[src/core/pefc_consts.svh]
/*
 * Constants of the performance-event fixed counters: register offsets,
 * field positions, event encodings and reset values.
 * Assumes inclusion by bare name from the package and the design modules.
 */
`ifndef PEFC_CONSTS_SVH
`define PEFC_CONSTS_SVH

// Widths
`define PEFC_CNT_W           64
`define PEFC_ADDR_W          12
`define PEFC_CODE_W          8

// Register offsets (plain register port, word per offset)
`define PEFC_OFS_FIXED_CTRL  12'h300
`define PEFC_OFS_STATUS      12'h301
`define PEFC_OFS_FIXED0      12'h309
`define PEFC_OFS_FIXED1      12'h30A
`define PEFC_OFS_FIXED2      12'h30B
`define PEFC_OFS_EVSEL0      12'h310
`define PEFC_OFS_EVSEL1      12'h311
`define PEFC_OFS_GP0         12'h312
`define PEFC_OFS_GP1         12'h313

// Fixed counter control fields
`define PEFC_FC_EN0_BIT      0
`define PEFC_FC_EN1_BIT      1
`define PEFC_FC_EN2_BIT      2
`define PEFC_FC_ANY_BIT      6

// Event select fields
`define PEFC_ES_EVT_LSB      0
`define PEFC_ES_MASK_LSB     8
`define PEFC_ES_EN_BIT       22

// Status fields
`define PEFC_ST_SELF_HALT    0
`define PEFC_ST_SIB_HALT     1
`define PEFC_ST_STOPCLK      2
`define PEFC_ST_SIB_PRESENT  3

// Architectural event encodings
`define PEFC_EV_CYCLES       8'h3C
`define PEFC_EV_LLC          8'h2E
`define PEFC_EV_INST         8'hC0
`define PEFC_EV_BRANCH       8'hC4
`define PEFC_EV_BR_MISS      8'hC5
`define PEFC_UM_CORE         8'h00
`define PEFC_UM_REF          8'h01
`define PEFC_UM_LLC_REF      8'h4F
`define PEFC_UM_LLC_MISS     8'h41

// Reset values
`define PEFC_RST_CNT         64'h0000_0000_0000_0000
`define PEFC_RST_CTRL        64'h0000_0000_0000_0000
`define PEFC_RST_RDATA       64'h0000_0000_0000_0000

`endif

[src/core/pefc_pkg.sv]
/*
 * Types shared by the performance-event counter modules.
 * Assumes the constants header is on the include path.
 */
`include "pefc_consts.svh"

package pefc_pkg;

   // Retirement and cache events of the monitored logical processor, one cycle each
   typedef struct packed {
      logic uop_retired;          // A micro-operation retired
      logic uop_last;             // It was the last one of its instruction
      logic branch_retired;       // A branch retired
      logic branch_mispredicted;  // A mispredicted branch retired
      logic llc_reference;        // last_level_cache reference
      logic llc_miss;             // last_level_cache miss
   } pefc_retire_s;

   // Halt status of one logical processor, levels
   typedef struct packed {
      logic halt_instruction;         // Parked by halt_instruction
      logic monitor_wait_instruction; // Parked by monitor_wait_instruction
      logic stop_clock;               // thermal_monitor stop-clock state
   } pefc_halt_s;

   // Decoded class of a general-purpose event selection
   typedef enum logic [6:0] {
      PEFC_EV_NONE     = 7'h01,
      PEFC_EV_CORE_CYC = 7'h02,
      PEFC_EV_REF_CYC  = 7'h04,
      PEFC_EV_INST_RET = 7'h08,
      PEFC_EV_LLC_REF  = 7'h10,
      PEFC_EV_LLC_MISS = 7'h20,
      PEFC_EV_BR_RET   = 7'h40
   } pefc_event_e;

   // Decoded class for branch misses uses its own flag
   typedef struct packed {
      pefc_event_e kind;
      logic        br_miss;
   } pefc_decode_s;

   typedef logic [`PEFC_CNT_W-1:0] pefc_count_t;

endpackage : pefc_pkg

[src/core/pefc_counter.sv]
/*
 * One 64-bit event counter: software load, otherwise add one per event.
 * Assumes an asynchronous active-low reset already released in step with clk_i.
 */
`timescale 1ns/1ps
`include "pefc_consts.svh"

module pefc_counter
   import pefc_pkg::*;
(
   // Clock and reset
   input  wire logic        clk_i,
   input  wire logic        rst_b_i,
   // Software load
   input  wire logic        load_i,
   input  wire pefc_count_t load_value_i,
   // Event
   input  wire logic        inc_i,
   // Running value
   output      pefc_count_t count_o
);

   // Load beats the increment of the same cycle; wraps silently at the top
   always_ff @(posedge clk_i or negedge rst_b_i) begin
      if (!rst_b_i) begin
         count_o <= `PEFC_RST_CNT;
      end else if (load_i) begin
         count_o <= load_value_i;
      end else if (inc_i) begin
         count_o <= count_o + `PEFC_CNT_W'(1);
      end
   end

endmodule : pefc_counter

[src/core/pefc_top.sv]
/*
 * Performance-event logic of one logical processor: three fixed-function
 * counters and two general-purpose counters with architectural event select.
 * Assumes clk_i is the actual core clock, all event inputs are synchronous
 * one-cycle pulses or levels in that clock, and ref_tick_i pulses once per
 * time-stamp counter increment.
 */
`timescale 1ns/1ps
`include "pefc_consts.svh"

// What this block does
// - Cycle and instruction architectural encodings counted
// - Event 2E mask 4F counts cache references
// - Event 2E mask 41 counts cache misses
// - Event C4 mask 00 counts retired branches
// - Event C5 mask 00 counts mispredicted branches
// - Fixed counters have hard-wired events only
// - Fixed counter 0 counts last retired uop
// - Instruction count continues during interrupts
// - Fixed counter 1 counts unhalted thread cycles
// - Single-thread core counts its own cycles
// - Bit 6 makes counter 1 any-thread
// - Core cycles follow actual core clock
// - Fixed counter 2 skips halt and stop-clock
// - Halt and monitor-wait both mean halted
// - Reference counter ticks at time-stamp rate
module pefc_top
   import pefc_pkg::*;
(
   // Clock and reset
   input  wire logic                    clk_i,
   input  wire logic                    rst_b_i,
   // Register port
   input  wire logic [`PEFC_ADDR_W-1:0] reg_addr_i,
   input  wire pefc_count_t             reg_wdata_i,
   input  wire logic                    reg_we_i,
   input  wire logic                    reg_re_i,
   output      pefc_count_t             reg_rdata_o,
   // Core status
   input  wire pefc_retire_s            retire_i,
   input  wire pefc_halt_s              self_halt_i,
   input  wire pefc_halt_s              sibling_halt_i,
   input  wire logic                    sibling_present_i,
   input  wire logic                    ref_tick_i
);

   // Reset release chain
   logic                    rst_meta;
   logic                    rst_sync_b;

   // Software state
   pefc_count_t             fixed_ctrl;
   pefc_count_t             evsel0;
   pefc_count_t             evsel1;

   // Counter values
   pefc_count_t             fixed0_count;
   pefc_count_t             fixed1_count;
   pefc_count_t             fixed2_count;
   pefc_count_t             gp0_count;
   pefc_count_t             gp1_count;

   // Qualified events
   logic                    self_halted;
   logic                    sibling_halted;
   logic                    self_unhalted;
   logic                    any_unhalted;
   logic                    ref_cycle;
   logic                    inst_retired;
   logic                    fixed1_event;
   logic                    gp0_event;
   logic                    gp1_event;

   // Register port decode
   logic                    wr_fixed0;
   logic                    wr_fixed1;
   logic                    wr_fixed2;
   logic                    wr_gp0;
   logic                    wr_gp1;
   pefc_count_t             status_word;
   pefc_count_t             next_rdata;

   // Halted when parked by either wait instruction
   function automatic logic is_halted(input pefc_halt_s h);
      is_halted = h.halt_instruction | h.monitor_wait_instruction;
   endfunction : is_halted

   // Map event number and unit mask to an event class; unknown codes count nothing
   function automatic pefc_decode_s decode_select(input pefc_count_t sel);
      logic [`PEFC_CODE_W-1:0] evt;
      logic [`PEFC_CODE_W-1:0] um;
      pefc_decode_s            d;
      evt       = sel[`PEFC_ES_EVT_LSB +: `PEFC_CODE_W];
      um        = sel[`PEFC_ES_MASK_LSB +: `PEFC_CODE_W];
      d.kind    = PEFC_EV_NONE;
      d.br_miss = 1'b0;
      if (evt == `PEFC_EV_CYCLES && um == `PEFC_UM_CORE) begin
         d.kind = PEFC_EV_CORE_CYC;
      end else if (evt == `PEFC_EV_CYCLES && um == `PEFC_UM_REF) begin
         d.kind = PEFC_EV_REF_CYC;
      end else if (evt == `PEFC_EV_INST && um == `PEFC_UM_CORE) begin
         d.kind = PEFC_EV_INST_RET;
      end else if (evt == `PEFC_EV_LLC && um == `PEFC_UM_LLC_REF) begin
         d.kind = PEFC_EV_LLC_REF;
      end else if (evt == `PEFC_EV_LLC && um == `PEFC_UM_LLC_MISS) begin
         d.kind = PEFC_EV_LLC_MISS;
      end else if (evt == `PEFC_EV_BRANCH && um == `PEFC_UM_CORE) begin
         d.kind = PEFC_EV_BR_RET;
      end else if (evt == `PEFC_EV_BR_MISS && um == `PEFC_UM_CORE) begin
         d.br_miss = 1'b1;
      end
      decode_select = d;
   endfunction : decode_select

   // One-cycle event of a general-purpose counter for its selection
   function automatic logic select_event(input pefc_count_t sel,
                                         input logic        core_cyc,
                                         input logic        ref_cyc,
                                         input logic        inst,
                                         input pefc_retire_s r);
      pefc_decode_s d;
      logic         hit;
      d   = decode_select(sel);
      hit = 1'b0;
      unique case (d.kind)
         PEFC_EV_NONE:     hit = d.br_miss & r.branch_mispredicted;
         PEFC_EV_CORE_CYC: hit = core_cyc;
         PEFC_EV_REF_CYC:  hit = ref_cyc;
         PEFC_EV_INST_RET: hit = inst;
         PEFC_EV_LLC_REF:  hit = r.llc_reference;
         PEFC_EV_LLC_MISS: hit = r.llc_miss;
         PEFC_EV_BR_RET:   hit = r.branch_retired;
      endcase
      select_event = hit & sel[`PEFC_ES_EN_BIT];
   endfunction : select_event

   // Reset released through two flops so every counter leaves reset together
   always_ff @(posedge clk_i or negedge rst_b_i) begin
      if (!rst_b_i) begin
         rst_meta   <= 1'b0;
         rst_sync_b <= 1'b0;
      end else begin
         rst_meta   <= 1'b1;
         rst_sync_b <= rst_meta;
      end
   end

   // Write strobes per counter; writes preset the running value
   assign wr_fixed0 = reg_we_i && reg_addr_i == `PEFC_OFS_FIXED0;
   assign wr_fixed1 = reg_we_i && reg_addr_i == `PEFC_OFS_FIXED1;
   assign wr_fixed2 = reg_we_i && reg_addr_i == `PEFC_OFS_FIXED2;
   assign wr_gp0    = reg_we_i && reg_addr_i == `PEFC_OFS_GP0;
   assign wr_gp1    = reg_we_i && reg_addr_i == `PEFC_OFS_GP1;

   // Fixed counter control: enables and the all-threads qualifier
   always_ff @(posedge clk_i or negedge rst_sync_b) begin
      if (!rst_sync_b) begin
         fixed_ctrl <= `PEFC_RST_CTRL;
      end else if (reg_we_i && reg_addr_i == `PEFC_OFS_FIXED_CTRL) begin
         fixed_ctrl <= reg_wdata_i;
      end
   end

   // Event selects only steer the general-purpose counters
   always_ff @(posedge clk_i or negedge rst_sync_b) begin
      if (!rst_sync_b) begin
         evsel0 <= `PEFC_RST_CTRL;
         evsel1 <= `PEFC_RST_CTRL;
      end else begin
         if (reg_we_i && reg_addr_i == `PEFC_OFS_EVSEL0) begin
            evsel0 <= reg_wdata_i;
         end
         if (reg_we_i && reg_addr_i == `PEFC_OFS_EVSEL1) begin
            evsel1 <= reg_wdata_i;
         end
      end
   end

   // Halt and unhalted qualifiers
   assign self_halted    = is_halted(self_halt_i);
   assign sibling_halted = is_halted(sibling_halt_i);
   assign self_unhalted  = !self_halted;
   // An absent sibling never counts as unhalted, so one thread means own cycles
   assign any_unhalted   = self_unhalted | (sibling_present_i & !sibling_halted);

   // Reference cycles: time-stamp ticks, not core edges, so frequency does not matter
   assign ref_cycle = ref_tick_i & !self_halted & !self_halt_i.stop_clock;

   // Count an instruction once, on its final micro-operation; interrupts do not gate it
   assign inst_retired = retire_i.uop_retired & retire_i.uop_last;

   // Per-core-clock event, so the count follows frequency changes
   assign fixed1_event = fixed_ctrl[`PEFC_FC_ANY_BIT] ? any_unhalted : self_unhalted;

   // General-purpose events from the programmable selects
   assign gp0_event = select_event(evsel0, self_unhalted, ref_cycle, inst_retired, retire_i);
   assign gp1_event = select_event(evsel1, self_unhalted, ref_cycle, inst_retired, retire_i);

   // Fixed counter 0: hard-wired to retired instructions, no select input
   pefc_counter u_fixed0 (
      .clk_i        (clk_i),
      .rst_b_i      (rst_sync_b),
      .load_i       (wr_fixed0),
      .load_value_i (reg_wdata_i),
      .inc_i        (inst_retired & fixed_ctrl[`PEFC_FC_EN0_BIT]),
      .count_o      (fixed0_count)
   );

   // Fixed counter 1: hard-wired to unhalted core cycles
   pefc_counter u_fixed1 (
      .clk_i        (clk_i),
      .rst_b_i      (rst_sync_b),
      .load_i       (wr_fixed1),
      .load_value_i (reg_wdata_i),
      .inc_i        (fixed1_event & fixed_ctrl[`PEFC_FC_EN1_BIT]),
      .count_o      (fixed1_count)
   );

   // Fixed counter 2: hard-wired to unhalted reference cycles
   pefc_counter u_fixed2 (
      .clk_i        (clk_i),
      .rst_b_i      (rst_sync_b),
      .load_i       (wr_fixed2),
      .load_value_i (reg_wdata_i),
      .inc_i        (ref_cycle & fixed_ctrl[`PEFC_FC_EN2_BIT]),
      .count_o      (fixed2_count)
   );

   // General-purpose counter 0
   pefc_counter u_gp0 (
      .clk_i        (clk_i),
      .rst_b_i      (rst_sync_b),
      .load_i       (wr_gp0),
      .load_value_i (reg_wdata_i),
      .inc_i        (gp0_event),
      .count_o      (gp0_count)
   );

   // General-purpose counter 1
   pefc_counter u_gp1 (
      .clk_i        (clk_i),
      .rst_b_i      (rst_sync_b),
      .load_i       (wr_gp1),
      .load_value_i (reg_wdata_i),
      .inc_i        (gp1_event),
      .count_o      (gp1_count)
   );

   // Live core status for software
   always_comb begin
      status_word                       = `PEFC_RST_RDATA;
      status_word[`PEFC_ST_SELF_HALT]   = self_halted;
      status_word[`PEFC_ST_SIB_HALT]    = sibling_halted;
      status_word[`PEFC_ST_STOPCLK]     = self_halt_i.stop_clock;
      status_word[`PEFC_ST_SIB_PRESENT] = sibling_present_i;
   end

   // Read mux; counters are sampled live, never stopped
   always_comb begin
      next_rdata = `PEFC_RST_RDATA;
      if (reg_re_i) begin
         unique case (reg_addr_i)
            `PEFC_OFS_FIXED_CTRL: next_rdata = fixed_ctrl;
            `PEFC_OFS_STATUS:     next_rdata = status_word;
            `PEFC_OFS_FIXED0:     next_rdata = fixed0_count;
            `PEFC_OFS_FIXED1:     next_rdata = fixed1_count;
            `PEFC_OFS_FIXED2:     next_rdata = fixed2_count;
            `PEFC_OFS_EVSEL0:     next_rdata = evsel0;
            `PEFC_OFS_EVSEL1:     next_rdata = evsel1;
            `PEFC_OFS_GP0:        next_rdata = gp0_count;
            `PEFC_OFS_GP1:        next_rdata = gp1_count;
            default:              next_rdata = `PEFC_RST_RDATA;
         endcase
      end
   end

   // Read data valid only in the cycle after the strobe, zero otherwise
   always_ff @(posedge clk_i or negedge rst_sync_b) begin
      if (!rst_sync_b) begin
         reg_rdata_o <= `PEFC_RST_RDATA;
      end else begin
         reg_rdata_o <= next_rdata;
      end
   end

endmodule : pefc_top

[config.mk]
export PLATFORM = sky130hd
export DESIGN_NAME = pefc_top
export DESIGN_NICKNAME = d
export VERILOG_FILES = /design/src/core/pefc_pkg.sv /design/src/core/pefc_counter.sv /design/src/core/pefc_top.sv
export VERILOG_INCLUDE_DIRS = /design/src /design/src/core
export SDC_FILE = /design/constraint.sdc
export NUM_CORES = 1
export LEC_CHECK = 0
export BUFFER_PORTS_ARGS = -buffer_cell sky130_fd_sc_hd__buf_2
export CAP_MARGIN = 20
export CORE_MARGIN = 2
export CORE_UTILIZATION = 45
export CTS_CLUSTER_DIAMETER = 80
export DETAILED_ROUTE_END_ITERATION = 8
export MAX_ROUTING_LAYER = met4
export PLACE_DENSITY_LB_ADDON = 0.15
export SLEW_MARGIN = 5
export SYNTH_ARGS = -nofsm -noshare
export SYNTH_HDL_FRONTEND = slang
export SYNTH_HIERARCHICAL = 1
export SYNTH_SLANG_ARGS = --single-unit
[constraint.sdc]
create_clock -name clk_i -period 23 [get_ports clk_i]
set_input_delay 3.45 -clock clk_i [delete_from_list [all_inputs] [get_ports clk_i]]
set_output_delay 3.45 -clock clk_i [all_outputs]
set_load 0.02 [all_outputs]
# After elaboration in Yosys (flattened, before gate mapping)
# Index checks and enable logic that the tools add are counted.
totals:
  register_bits: 578
  word_cells: 142
classes:
  add_sub_neg: 5
  n_eq_ne: 39
  muxes: 41
  bitwise: 14
  reduce_logical: 32
ops:
  columns: ["operator", "count"]
  rows:
  - ["two-way mux 64 bit", 11]
  - ["case mux 64 bit (9 select lines)", 1]
  - ["adder 64 x 1 -> 64 bit, second input constant", 5]
  - ["== test 12 x 10 -> 1 bit, second input constant", 9]
  - ["two-way mux 7 bit", 12]
  - ["== test 8 bit, second input constant", 6]
  - ["== test 8 x 6 -> 1 bit, second input constant", 4]
  - ["== test 8 x 7 -> 1 bit, second input constant", 4]
  - ["logical AND 1 bit", 22]
  - ["== test 8 x 1 -> 1 bit, second input constant", 2]
  - ["logical NOT 8 bit", 2]
  - ["two-way mux 1 bit", 15]
  - ["== test 7 x 1 -> 1 bit, second input constant", 2]
  - ["== test 7 x 2 -> 1 bit, second input constant", 2]
  - ["== test 7 x 3 -> 1 bit, second input constant", 2]
  - ["== test 7 x 4 -> 1 bit, second input constant", 2]
  - ["== test 7 x 5 -> 1 bit, second input constant", 2]
  - ["== test 7 x 6 -> 1 bit, second input constant", 2]
  - ["== test 7 bit, second input constant", 2]
  - ["case mux 1 bit (7 select lines)", 2]
  - ["AND 1 bit", 11]
  - ["nonzero test 2 bit", 5]
  - ["logical NOT 1 bit", 3]
  - ["OR 1 bit", 3]

# Logic depth before layout (Yosys ltp)
logic_depth:
  depth_word: 14
  depth_mapped: 12
  depth_no_buf: 10

# Cells and area by module
# The synthesis kept the hierarchy.
by_module_without_submodules:
  columns: ["mod", "instances", "cells_per_inst", "area_each_um2"]
  rows:
  - ["pefc_counter at u_fixed0 ...", 4, 422, 3748.6]
  - ["pefc_top", 1, 1006, 13075.0]
  - ["pefc_counter at u_fixed2", 1, 421, 3714.8]

# Worst setup path after synthesis
# OpenSTA, ideal clock, no wires.
synth_timing:
  path_type: "input port to flip-flop"
  from: "in reg_addr_i[11]"
  to: "reg u_gp0.count_o[44]"
  arrival_ns: 5.980
  required_ns: 22.862
  path_slack_ns: 16.883
  cell_stages: 11
  path_cell_list: "or3_1 > clkbuf_1 > nor3_2 > and3_1 > buf_2 > buf_2 > and2_1 > clkinv_1 > dlygate4sd3_1 > nor2_1 > a31oi_1"
synth_between:
  elab_chain_len: 3
synth_lines:
  columns: ["item", "line_no", "text"]
  rows:
  - ["from (decl)", "pefc_top.sv:34", "input wire logic [`PEFC_ADDR_W-1:0] reg_addr_i,"]
  - ["== test 12 x 10 -> 1 bit *", null, null]
  - ["logical AND 1 bit (no source line) *", null, null]
  - ["via wr_gp0", "pefc_top.sv:78", "logic wr_gp0;"]
  - ["two-way mux 64 bit or nonzero test 2 bit (tied branches)", null, null]
  - ["to (signal assigned)", "pefc_counter.sv:26", "count_o <= `PEFC_RST_CNT;"]
  - ["to (signal assigned)", "pefc_counter.sv:28", "count_o <= load_value_i;"]
  - ["to (signal assigned)", "pefc_counter.sv:30", "count_o <= count_o + `PEFC_CNT_W'(1);"]
  - ["to (decl)", "pefc_counter.sv:20", "output pefc_count_t count_o"]
# Mark *: on every way through the listed nets, which the timed path passes. The rest lies on a longest branch.
# A chain may end at the register's enable or synchronous reset.

# Worst setup path in the final report
layout_timing:
  from: "in retire_i[3] (netlist name)"
  to: "reg u_gp0.count_o[51]"
layout_between:
  elab_chain_len: 3
layout_lines:
  columns: ["item", "line_no", "text"]
  rows:
  - ["from (decl)", "pefc_top.sv:40", "input wire pefc_retire_s retire_i,"]
  - ["case mux 1 bit (7 select lines)", "pefc_top.sv:125", "unique case (d.kind)"]
  - ["AND 1 bit", "pefc_top.sv:134", "select_event = hit & sel[`PEFC_ES_EN_BIT];"]
  - ["via gp0_event", "pefc_top.sv:71", "logic gp0_event;"]
  - ["nonzero test 2 bit (no source line)", null, null]
# The timed path passes the listed nets, and every way through them passes these cells.

==> impl_metrics.ini <==
[finish]
fin_cells = 4176
multi_input_area_sq_um = 16100
syn_to_final_growth_pct = 11.5
final_common_cell = dfrtp_1
final_cell_mix = dfrtp_1 (577), nand2_1 (289), mux2_2 (242)
final-seq-area_sq_um = 14500
layout-drive-gt1-share_pct = 20.9
nets = 3283
fillers = 6410

[logic_synthesis]
synth_top_area_share_pct = 45.5
synthTopCellsByArea = dfrtp_1 (46%), mux2_2 (8.6%), nand2_1 (3.4%)
ys_warn_count = 6
syn_nets = 3214
synth_cells = 3115
synth_top_cell_by_area = dfrtp_1
ys_seq_area_share_pct = 45.5
synth_area_per_cell_sq_um = 10.2
async_reset_ff_share_pct = 100
synth_flop_cell = dfrtp_1
syn-cell-area_sq_um = 31800
synth.distinct_cells = 73
synth_edf_count = 0
synth-seq-cells = 578

[route]
route.met2.wl_mm = 54.1
antenna_left = 0
wl_met3_mm = 8.03
vias = 27300
avgViaCountPerCell = 6.53
drtIter0Drc = 3231
drc = 0
dr.pass1.iters = 8
wl_met1_mm = 45.4
routed_wl_mm = 115
wl_per_cell_um = 27.5
routed.top_layer = met4

[critical_path]
start_kind = input pin
cp_num_buf_inv = 1
worst_setup_path_end_kind = flop
path_cells = buf_2 -> mux2_2 -> a32oi_1 -> or4_1 -> a2111oi_0 -> o21a_1 -> and4_1 -> and3_1 -> nand4_1 -> or4_2 -> a31oi_1
reg2reg_depth = 10
crit_path_max_fanout = 14
crit_cells = 11
arrival_ns = 7.68
critical-path-top-delay-family = simple AND/OR/NAND/NOR gates
cpPeakStageDelay_ns = 0.81
critPathKind = in2reg
regToRegSetupSlack_ns = 18.26
cp_slowest_cell = and3_1
crit_required_ns = 23.55

[clock_tree]
cts_inserted_buffers = 67
cts_max_path_buffers = 3
cts_resized = 0
clock_latency_ns = 0.63
cts.clk_slew.worst_paths_ns = 0.07
clock-sinks = 578
clockRootBuffer = clkbuf_16
cts_tree = done
hold_buffers = 0
postCtsSetupRepairBufs = 0
cts_max_level = 3

[timing]
period_needed_ns = 7.13
tns_ns = 0
fmax_ghz = 0.140
hold_viol = 0
rsz0062_at_grt = no
relSlewSlack_pct = 24.2
post-route-period-util_pct = 31.0
slew_viol_final = 0
worstMarginPinSlew_ns = 1.14
fin_skew_ns = 0.0365
setup_viol = 0

[placed_design]
dp_hpwl_mm = 79.1
place.gp.congestion = 0.937
dpl.cell_count = 4050
port_buffers = 156

[floorplanning]
dieArea_sq_um = 72800
io_pins = 158
die_h_um = 270
start_util_pct = 45.4
core.rowCount = 97
core_area_sq_um = 70000
die_x_um = 270

[outcome]
status = complete, no violations

[global_route]
track_usage_pct = 32.0
grt-ovfl-total = 0
grt_pass1_wl_mm = 171
grt_max_degree = 141
antenna_found_initial = 6
grt_pass1_vias = 26700

[power_and_ir_drop]
p_per_area_nw_per_um2 = 63.2
p_leak_nw = 14.8
ir_drop_uv = 53.5

[min_path]
hold_path.class = reg2async

[flow_run]
cap_violations = 0
-- area by class of cell --
type                            instances  area share (%)
Inverter                               41           0.434
Clock buffer                           97            5.51
Tap cell                              940            3.32
Multi-Input combinational cell       2289            45.5
Timing Repair Buffer                  207            3.52
Clock inverter                         20           0.868
Sequential cell                       578            40.8
Antenna cell                            4          0.0282
-- registers in the layout, summed over array words and instances (netlist names), 64 cells and up --
register          count
u_fixed0/count_o     64
u_gp1/count_o        64
u_fixed1/count_o     64
evsel1               64
fixed_ctrl           64
u_fixed2/count_o     64
evsel0               64
reg_rdata_o          64
u_gp0/count_o        64
-- per-stage QoR --
step | utilization (%) | hold WS [ns] | power [mW] | setup slack (ns) | cell area (sq um)
CTS | 50.5 | 0.353 | 2.25 | 15.95 | 35300
detailed placement | 47.2 | 0.340 | 1.14 | 15.30 | 33100
finish | 50.6 | 0.168 | 2.24 | 15.87 | 35400
global placement | 47.2 | 0.338 | 1.13 | 15.35 | 33100
floorplan | - | 0.331 | 1.08 | 5.70 | 31800
global route | 50.6 | 0.187 | 2.30 | 15.71 | 35400
-- cell families after synthesis --
logic type,synth area share (%)
muxes,12.0
AOI/OAI and AO/OA,14.3
and+or+nand+nor,19.6
adders and majority gates,0.197
buffers and inverters,3.96
xor gates and xnor gates,4.41
DFF,45.5
other,0.0118
-- path summary, 6_finish.rpt --
| kind | start | endpoint |
|---|---|---|
| setup / recovery | retire_i[3] | u_gp0/count_o[51] |
| hold / removal | rst_sync_b | evsel1[4] |
| min in group clk_i | rst_meta | rst_sync_b |
| max in group asynchronous | rst_sync_b | evsel1[54] |
| hold reg to reg | rst_sync_b | evsel1[4] |
| setup reg to reg | evsel0[0] | u_gp0/count_o[51] |
-- where the power goes --
part	internal, mW	switching [mW]	total [mW]	leakage, nW
Combinational	0.0200	0.0679	0.0879	5.70
Sequential	1.02	0.00702	1.03	8.01
Clock	0.678	0.444	1.12	1.12
-- cell usage after synthesis (37+ instances only) --
cell type / instances
a21oi_1: 55
a222oi_1: 37
a22oi_1: 75
a31oi_1: 155
and3_1: 67
clkbuf_1: 112
dfrtp_1: 578
inv_1: 37
mux2_2: 242
mux4_2: 37
nand2_1: 289
nand3_1: 104
nand4_1: 105
nor2_1: 199
o21ai_0: 210
o31ai_1: 99
or3_1: 46
or4_1: 97
xnor2_1: 50
xor2_1: 110
-- layer usage --
metal	up-vias	GRT usage [%]
met2	1413	50.4
met3	369	4.25
li1	11900	-
met4	0	18.2
met1	13600	39.7
met5	-	-
Power figures use the tool's default switching activity.
